**src/pkg/cil_pkg.sv**
```systemverilog
// constants and types for the core interrupt logic
// assumes a single instruction clock and the register bus slave in hw/cil_core_irq.sv
package cil_pkg;

	// register indices; byte address is four times the index
	localparam logic [9:0] CIL_IDX_CTRL = 10'h00b;
	localparam logic [9:0] CIL_IDX_PFLAG = 10'h00c;
	localparam logic [9:0] CIL_IDX_PMASK = 10'h08c;

	// source counts: three core sources, seven peripheral sources
	localparam int CIL_NCORE = 3;
	localparam int CIL_NPERI = 7;

	// core source order inside irq_control_reg flag and enable fields
	localparam int CIL_SRC_PORTB = 0;
	localparam int CIL_SRC_EXT = 1;
	localparam int CIL_SRC_TIMER = 2;

	// irq_control_reg field positions
	localparam int CIL_GLB_EN_BIT = 7;
	localparam int CIL_GRP_EN_BIT = 6;
	localparam int CIL_CEN_LSB = 3;
	localparam int CIL_CFLAG_LSB = 0;

	// values after reset
	localparam logic [7:0] CIL_CTRL_RST = 8'h00;
	localparam logic [6:0] CIL_PFLAG_RST = 7'h00;
	localparam logic [6:0] CIL_PMASK_RST = 7'h00;
	localparam logic [31:0] CIL_PRDATA_RST = 32'h0000_0000;

	// interrupt vector address loaded into the program counter
	localparam logic [12:0] CIL_VECTOR_PC = 13'h0004;
	localparam logic [12:0] CIL_PC_RST = 13'h0000;

	// pipeline depth for external events: early phase three cycles, late phase four
	localparam int CIL_EXT_LAT_EARLY = 3;
	localparam int CIL_EXT_LAT_LATE = 4;

	typedef enum logic [2:0] {
		CIL_IDLE = 3'b001,
		CIL_VECTOR = 3'b010,
		CIL_SERVICE = 3'b100
	} cil_state_e;

endpackage

```
**src/pkg/cil_flag_if.sv**
```systemverilog
// carrier between the interrupt controller and its sticky flag banks
// assumes one clock; all signals are sampled on the bank's clock edge
`timescale 1ns/10ps
`default_nettype none
interface cil_flag_if #(
	parameter int W = 3
);
	logic [W-1:0] set;
	logic wr_en;
	logic [W-1:0] wr_data;
	logic [W-1:0] flags;

	modport bank (
		input set,
		input wr_en,
		input wr_data,
		output flags
	);

	modport ctrl (
		output set,
		output wr_en,
		output wr_data,
		input flags
	);
endinterface
`default_nettype wire

```
**src/hw/cil_flag_bank.sv**
```systemverilog
// sticky interrupt flag bank of parameterised width
// assumes set pulses and software writes arrive on the same clock
`timescale 1ns/10ps
`default_nettype none
module cil_flag_bank
	import cil_pkg::*;
#(
	parameter int W = 3
) (
	input wire logic clock,
	input wire logic srst,
	cil_flag_if.bank fif
);
	typedef struct packed {
		logic [W-1:0] flags;
	} cil_bank_s;

	cil_bank_s q;
	cil_bank_s d;

	always_comb begin
		d = q;
		if (fif.wr_en) begin
			d.flags = fif.wr_data;
		end
		// set regardless of masks
		// set after the write so an event beats a clear
		d.flags = d.flags | fif.set;
	end

	always_ff @(posedge clock) begin
		if (srst) begin
			q.flags <= '0;
		end else begin
			q <= d;
		end
	end

	assign fif.flags = q.flags;
endmodule
`default_nettype wire

```
**src/hw/cil_core_irq.sv**
```systemverilog
// interrupt request logic of an 8-bit core, with an apb register slave
// assumes event inputs are one-cycle pulses synchronous to clock,
// and that the sequencer honours vector_take and return_from_isr_op
//
// Function
// - Up to ten sources, each with own flag and own enable bit.
// - A flag sets on its event whatever the masks or global enable.
// - global_irq_enable, control bit 7, allows unmasked interrupts or blocks all.
// - Global enable plus flag and mask, and group enable for peripherals, set vectors without further delay.
// - Every reset clears global_irq_enable.
// - return_from_isr_op leaves the routine and sets global_irq_enable.
// - Pin edge, port change, timer overflow flags and enables live in control.
// - Peripheral flags, masks in own registers; group enable in control.
// - Servicing clears global enable, pushes return address, loads pc 0004h.
// - External event to vector takes three or four cycles by phase.
// - Latency does not depend on one or two cycle instructions.
`timescale 1ns/10ps
`default_nettype none
module cil_core_irq
	import cil_pkg::*;
(
	input wire logic clock,
	input wire logic srst,
	// apb slave
	input wire logic psel,
	input wire logic penable,
	input wire logic pwrite,
	input wire logic [11:0] paddr,
	input wire logic [31:0] pwdata,
	input wire logic [3:0] pstrb,
	output logic [31:0] prdata,
	output logic pready,
	output logic pslverr,
	// event sources
	input wire logic ext_irq_pin_edge,
	input wire logic ext_irq_pin_late,
	input wire logic port_b_change,
	input wire logic port_b_change_late,
	input wire logic first_timer_overflow,
	input wire logic [6:0] periph_event,
	// processor sequencer
	input wire logic return_from_isr_op,
	output logic vector_take,
	output logic push_return,
	output logic [12:0] pc_load,
	output logic in_service,
	output logic global_irq_enable
);
	typedef struct packed {
		cil_state_e state;
		logic glb_en;
		logic grp_en;
		logic [CIL_NCORE-1:0] core_en;
		logic [CIL_NPERI-1:0] pmask;
		logic [1:0] ext_s1;
		logic [1:0] ext_late;
		logic [1:0] ext_s2;
		logic [31:0] prdata;
		logic pready;
		logic pslverr;
		logic vector_take;
		logic push_return;
		logic [12:0] pc_load;
		logic in_service;
	} cil_main_s;

	cil_main_s q;
	cil_main_s d;

	cil_flag_if #(.W(CIL_NCORE)) core_fif ();
	cil_flag_if #(.W(CIL_NPERI)) peri_fif ();

	cil_flag_bank #(
		.W(CIL_NCORE)
	) u_core_flags (
		.clock(clock),
		.srst(srst),
		.fif(core_fif.bank)
	);

	cil_flag_bank #(
		.W(CIL_NPERI)
	) u_peri_flags (
		.clock(clock),
		.srst(srst),
		.fif(peri_fif.bank)
	);

	logic [9:0] idx;
	logic setup_hit;
	logic acc_done;
	logic wr_ok;
	logic hit_ctrl;
	logic hit_pflag;
	logic hit_pmask;
	logic core_req;
	logic peri_req;
	logic take;
	logic [CIL_NCORE-1:0] core_set;

	assign idx = paddr[11:2];
	assign hit_ctrl = (idx == CIL_IDX_CTRL);
	assign hit_pflag = (idx == CIL_IDX_PFLAG);
	assign hit_pmask = (idx == CIL_IDX_PMASK);

	// one wait state: pready rises in the second access cycle
	assign setup_hit = psel & penable & ~q.pready;
	assign acc_done = psel & penable & q.pready;
	// only byte lane 0 carries register bits
	assign wr_ok = acc_done & pwrite & pstrb[0];

	// no instruction length input, so latency is fixed by phase alone
	assign core_set[CIL_SRC_PORTB] = q.ext_s1[0] | q.ext_s2[0];
	assign core_set[CIL_SRC_EXT] = q.ext_s1[1] | q.ext_s2[1];
	assign core_set[CIL_SRC_TIMER] = first_timer_overflow;

	assign core_fif.set = core_set;
	assign peri_fif.set = periph_event;

	assign core_fif.wr_en = wr_ok & hit_ctrl;
	assign core_fif.wr_data = pwdata[CIL_CFLAG_LSB +: CIL_NCORE];
	assign peri_fif.wr_en = wr_ok & hit_pflag;
	assign peri_fif.wr_data = pwdata[CIL_NPERI-1:0];

	// core source needs flag and enable
	assign core_req = |(core_fif.flags & q.core_en);
	// peripheral needs flag, mask, group enable
	assign peri_req = q.grp_en & (|(peri_fif.flags & q.pmask));
	// take as soon as request stands
	assign take = q.glb_en & (core_req | peri_req) & (q.state != CIL_VECTOR);

	always_comb begin
		d = q;
		d.vector_take = 1'b0;
		d.push_return = 1'b0;

		// external event phase pipeline
		d.ext_s1[0] = port_b_change & ~port_b_change_late;
		d.ext_late[0] = port_b_change & port_b_change_late;
		d.ext_s1[1] = ext_irq_pin_edge & ~ext_irq_pin_late;
		d.ext_late[1] = ext_irq_pin_edge & ext_irq_pin_late;
		// late arrivals wait one more cycle
		d.ext_s2 = q.ext_late;

		// apb answer, registered so outputs come from flops
		d.pready = setup_hit;
		d.pslverr = 1'b0;
		if (setup_hit) begin
			d.pslverr = ~(hit_ctrl | hit_pflag | hit_pmask);
			d.prdata = 32'h0000_0000;
			if (hit_ctrl) begin
				// flags and enables side by side
				d.prdata[CIL_GLB_EN_BIT] = q.glb_en;
				d.prdata[CIL_GRP_EN_BIT] = q.grp_en;
				d.prdata[CIL_CEN_LSB +: CIL_NCORE] = q.core_en;
				d.prdata[CIL_CFLAG_LSB +: CIL_NCORE] = core_fif.flags;
			end else if (hit_pflag) begin
				// unimplemented top bit reads zero
				d.prdata[CIL_NPERI-1:0] = peri_fif.flags;
			end else if (hit_pmask) begin
				d.prdata[CIL_NPERI-1:0] = q.pmask;
			end
		end

		// register writes
		if (wr_ok && hit_ctrl) begin
			// software sets or clears global enable
			d.glb_en = pwdata[CIL_GLB_EN_BIT];
			d.grp_en = pwdata[CIL_GRP_EN_BIT];
			d.core_en = pwdata[CIL_CEN_LSB +: CIL_NCORE];
		end
		if (wr_ok && hit_pmask) begin
			d.pmask = pwdata[CIL_NPERI-1:0];
		end

		// sequencer handshake
		case (q.state)
			CIL_IDLE: begin
				d.in_service = 1'b0;
			end
			CIL_VECTOR: begin
				d.state = CIL_SERVICE;
				d.in_service = 1'b1;
			end
			CIL_SERVICE: begin
				d.in_service = 1'b1;
			end
			default: begin
				d.state = CIL_IDLE;
				d.in_service = 1'b0;
			end
		endcase

		if (return_from_isr_op) begin
			d.glb_en = 1'b1;
			d.state = CIL_IDLE;
			d.in_service = 1'b0;
		end

		if (take) begin
			// clear enable, push, vector
			// hardware clear overrides a same-cycle software write
			d.glb_en = 1'b0;
			d.push_return = 1'b1;
			d.vector_take = 1'b1;
			d.pc_load = CIL_VECTOR_PC;
			d.state = CIL_VECTOR;
			d.in_service = 1'b1;
		end
	end

	always_ff @(posedge clock) begin
		if (srst) begin
			q.state <= CIL_IDLE;
			q.glb_en <= CIL_CTRL_RST[CIL_GLB_EN_BIT];
			q.grp_en <= CIL_CTRL_RST[CIL_GRP_EN_BIT];
			q.core_en <= CIL_CTRL_RST[CIL_CEN_LSB +: CIL_NCORE];
			q.pmask <= CIL_PMASK_RST;
			q.ext_s1 <= 2'h0;
			q.ext_late <= 2'h0;
			q.ext_s2 <= 2'h0;
			q.prdata <= CIL_PRDATA_RST;
			q.pready <= 1'b0;
			q.pslverr <= 1'b0;
			q.vector_take <= 1'b0;
			q.push_return <= 1'b0;
			q.pc_load <= CIL_PC_RST;
			q.in_service <= 1'b0;
		end else begin
			q <= d;
		end
	end

	assign prdata = q.prdata;
	assign pready = q.pready;
	assign pslverr = q.pslverr;
	assign vector_take = q.vector_take;
	assign push_return = q.push_return;
	assign pc_load = q.pc_load;
	assign in_service = q.in_service;
	assign global_irq_enable = q.glb_en;
endmodule
`default_nettype wire

```
**config.mk**
```make
export PLATFORM = sky130hd
export DESIGN_NAME = cil_core_irq
export DESIGN_NICKNAME = d
export VERILOG_FILES = /design/src/pkg/cil_pkg.sv /design/src/pkg/cil_flag_if.sv /design/src/hw/cil_flag_bank.sv /design/src/hw/cil_core_irq.sv
export SDC_FILE = /design/constraint.sdc
export NUM_CORES = 1
export LEC_CHECK = 0
export BUFFER_PORTS_ARGS = -buffer_cell sky130_fd_sc_hd__buf_2
export CAP_MARGIN = 0
export CORE_UTILIZATION = 45
export CTS_CLUSTER_SIZE = 14
export DETAILED_ROUTE_END_ITERATION = 8
export GPL_TIMING_DRIVEN = 0
export HOLD_SLACK_MARGIN = 0.12
export PLACE_DENSITY = 0.8
export SLEW_MARGIN = 20
export SYNTH_ARGS = -nofsm -noshare
export SYNTH_HDL_FRONTEND = slang
export SYNTH_SLANG_ARGS = --single-unit
```
**constraint.sdc**
```tcl
create_clock -name clock -period 3.2 [get_ports clock]
set_clock_uncertainty 0.05 [all_clocks]
set_input_delay 0.96 -clock clock [delete_from_list [all_inputs] [get_ports clock]]
set_output_delay 0.96 -clock clock [all_outputs]
set_load 0.02 [all_outputs]
```
Word level (Yosys, flattened, before mapping)
Index checks and enable logic that the tools add are counted.
- latch bits: 0
- bits in writable memories: 0
- input port bits: 66
- register bits after elaboration: 45
- memory bits (read-only): 0
- logic and storage cells: 77
- output and inout port bits: 51
- memories kept: 0
- divide/modulo/power cells: 0
- multiplexer cells: 13
- add/subtract/negate cells: 0
- shift-type cells: 0
- $mul: 0
- magnitude comparators: 0
- bitwise gates (word level): 28
- reduce and logical (&&, ||, !) cells: 10
- eq/ne operators: 8
- operators with widths (cell ; number):
    2-to-1 mux 7 bit ; 4
    equality test 10 x 4 -> 1 bit (second input constant) ; 2
    2-to-1 mux 16 bit ; 1
    bitwise AND 1 bit ; 14
    equality test 10 x 8 -> 1 bit (second input constant) ; 1
    2-to-1 mux 3 bit ; 3
    OR reduction 2 bit ; 4
    bitwise AND 7 bit ; 1
    OR 7 bit ; 1
    OR reduction 7 bit ; 1
    one-hot mux 3 bit (2 select lines) ; 1
    OR reduction 3 bit ; 2
    2-to-1 mux 5 bit ; 1
    inverter 1 bit ; 5
    OR 1 bit ; 5
    bitwise AND 3 bit ; 1
    equality test 3 x 1 -> 1 bit (second input constant) ; 1
    equality test 3 x 2 -> 1 bit (second input constant) ; 1
    equality test 3 bit (second input constant) ; 1
    2-to-1 mux 1 bit ; 3
    inequality test 3 x 1 -> 1 bit (second input constant) ; 1
    inequality test 3 x 2 -> 1 bit (second input constant) ; 1
    OR 3 bit ; 1
    logical AND 1 bit ; 2
    nonzero test 2 bit ; 1

Logic depth before layout (Yosys ltp)
- word-level depth: 8
- mapped depth: 6
- gate-level depth less buffers: 4

Modules after synthesis
From an unflattened synthesis, not the netlist that was laid out.
- cells, all modules: 253
- area total of the unflattened synthesis: 2268.4 um^2
- modules (own cells, without submodules) (module ; instances ; cells an instance ; area an instance (um^2)):
    cil_core_irq ; 1 ; 212 ; 1869.3
    cil_flag_bank (u_peri_flags) ; 1 ; 29 ; 282.8
    cil_flag_bank (u_core_flags) ; 1 ; 12 ; 116.4

Worst setup path before layout
OpenSTA, ideal clock, no wires.
- path kind: input to register
- from: in paddr[10]
- to: reg q (netlist bit global_irq_enable)
- arrival time: 2.582 ns
- data required time: 3.033 ns
- slack: 0.451 ns
- buffers on the path: 0
- cell stages on the path: 4
- cells stage by stage: or4_4 or4_4 or4_1 and4b_1
- longest elaborated chain between the ends: 3
- ends and longest elaborated chain (element ; RTL line ; text):
    start: declaration ; cil_core_irq.sv:28 ; input wire logic [11:0] paddr,
    equality test 10 x 4 -> 1 bit ; cil_core_irq.sv:102 ; assign hit_ctrl = (idx == CIL_IDX_CTRL);
    logical AND 1 bit ; cil_core_irq.sv:166 ; if (wr_ok && hit_ctrl) begin
    nonzero test 2 bit (no source line) ; - ;
    end: declaration ; cil_core_irq.sv:67 ; cil_main_s q;
Every way passes these cells.
A chain may end at the register's enable or synchronous reset.

Worst setup path after layout
- from: in paddr[10]
- to: reg q[57] in the netlist's numbering
- longest elaborated chain between the ends: 2
- ends and longest elaborated chain (element ; RTL line ; text):
    equality test 10 x 8 -> 1 bit ; cil_core_irq.sv:104 ; assign hit_pmask = (idx == CIL_IDX_PMASK);
    logical AND 1 bit ; cil_core_irq.sv:172 ; if (wr_ok && hit_pmask) begin
Every way passes these cells.

==> flow_metrics.tcl <==
set metrics [dict create \
    syn_inst 256 \
    arrival_ps 2880 \
    n_antenna_cell 0 \
    end_kind "register" \
    cts_buffers 5 \
    vias_per_cell 4.94 \
    status "complete, no violations" \
    dieArea_mm2 0.00522 \
    drive_above_1_share_pct 29.9 \
    finish.utilization_pct 58.6 \
    hold_violations 0 \
    die_height_um 72.2 \
    initialDrtViolationCount 104 \
    cp_slowest_cell "or4_4" \
    rsz0062_at_grt "no" \
    layout_min_cycle_time_ps 2690 \
    wl_per_cell_um 12.6 \
    cellLeakagePower_uw 0.00123 \
    yosysSeqAreaShare_pct 39.7 \
    async_flop_share_pct 0 \
    first_pass_iters 4 \
    root_buffer "clkbuf_8" \
    cts_setup_buffers 0 \
    drv_cap 0 \
    area_growth_pct 24.8 \
    clockBufferDepth 2 \
    first_global_vias 1820 \
    grt-ovfl-total 0 \
    layout.nets 413 \
    dp_cells 407 \
    ir_drop_uv 220 \
    ys.flop_type "dfxtp_1" \
    avgSynthCellArea_um2 8.67 \
    path_class "in2reg" \
    crit_chain "buf_2, or4_4, nor4_1, clkbuf_1, nand3_1, a21oi_1" \
    setup.worst_path.start_class "input pin" \
    cts_htree_levels 2 \
    required_ps 3390 \
    final.setup.tns_ps 0 \
    clkLatencyLatePin_ps 310 \
    die_w_um 72.2 \
    synth_area_mm2 0.00222 \
    yosysWarnings 0 \
    crit_family "simple AND/OR/NAND/NOR gates" \
    maxSlewHeadroom_pct 53.3 \
    cts_tree "yes" \
    final_cells 415 \
    routabilityCongestion 0.899 \
    path_buf_inv 2 \
    holdCritPathClass "reg2reg" \
    power_density_mw_per_mm2 394 \
    maxSlewViolCount 0 \
    synth_seq_cells 44 \
    post-route-drc-count 0 \
    cts.sinks 44 \
    fin_crit_sh_pct 84.2 \
    critPathMaxStageDelay_ps 540 \
    vias 2052 \
    synth_cell_type_count 40 \
    tightest_slew_ps 696 \
    mostFrequentLayoutCells "50 x buf_2, 46 x buf_4, 44 x dfxtp_1" \
    hold_buffers 0 \
    grt_max_degree 13 \
    antenna_found_initial 0 \
    start_util_pct 47.0 \
    clock.fmax_mhz 371 \
    cp_max_fo 10 \
    port_buffers 49 \
    postRouteAntennaNets 0 \
    final_common_cell "buf_2" \
    rows 25 \
    synth_edf_count 0 \
    io_pins 117 \
    hpwl_um 3960 \
    grt_pass1_wl_um 8470 \
    core_area_mm2 0.00472 \
    wl_um 5250 \
    ctsResizeCount 0 \
    grt_usage_pct 21.0 \
    clkTransAtPathRegs_ps 80 \
    setup_viol 0 \
]
==> cell families after synthesis <==
group / Yosys count / share of synthesized area (%)
and+or+nand+nor: 56 / 14.5
buffers and inverters: 73 / 20.2
DFF: 44 / 39.7
xor gates and xnor gates: 1 / 0.395
other: 1 / 0.169
AOI/OAI and AO/OA: 74 / 21.9
muxes: 7 / 3.16
==> cell usage after synthesis, drive strengths merged (9+ instances only) <==
master	count	area, um^2
a22oi	9	67.6
nand3	13	65.1
inv	11	41.3
buf	48	354
nor2	16	60.1
o21ai	15	75.1
dfxtp	44	881
a21oi	21	105
clkbuf	13	48.8
==> state kept, by name (all words and copies together), names as in the netlist, 2 cells and up <==
| register | cells |
|---|---|
| u_peri_flags.fif.flags | 7 |
| prdata | 8 |
| q | 18 |
| u_core_flags.fif.flags | 3 |
| d | 2 |
==> final timing paths <==
path | slack [ps] | cells past startpoint | startpoint | to
worst min register to register | 390 | 1 | d[51] | q[51]
worst max register to register | 1390 | 5 | pready | q[57]
worst max-delay path | 510 | 6 | paddr[10] | q[57]
worst min-delay path | 390 | 1 | d[51] | q[51]
==> stage by stage <==
stage	cell area (um^2)	hold slack [ps]	setup WS [ps]	total power, uW
floorplan	2350	364	451	697
global placement	2680	365	227	738
detailed placement	2680	378	207	740
CTS	2770	396	527	1090
global route	2770	413	369	1130
finish	2770	388	505	1090
==> routing by layer <==
metal	up-vias	part of all wire (%)	GRT usage (%)
met3	7	8.7	5.42
met1	909	44	27.8
met4	0	1.4	5.88
met5	-	0	0
li1	1034	-	-
met2	102	45	34.1
==> layout make-up <==
cell class	instances	area (um^2)
Fill cell	451	1950
Multi-Input combinational cell	174	1020
Sequential cell	44	881
Buffer	61	403
Timing Repair Buffer	49	245
Clock buffer	8	90.1
Tap cell	67	83.8
Inverter	12	45.0
==> power breakdown <==
part | internal [uW] | switching [uW] | leakage (uW)
logic | 66.3 | 92.5 | 0.000828
clock network | 176 | 185 | 0.0000455
registers | 561 | 9.72 | 0.000359
total | 803 | 287 | 0.00123
(Power assumes the default switching activity.)
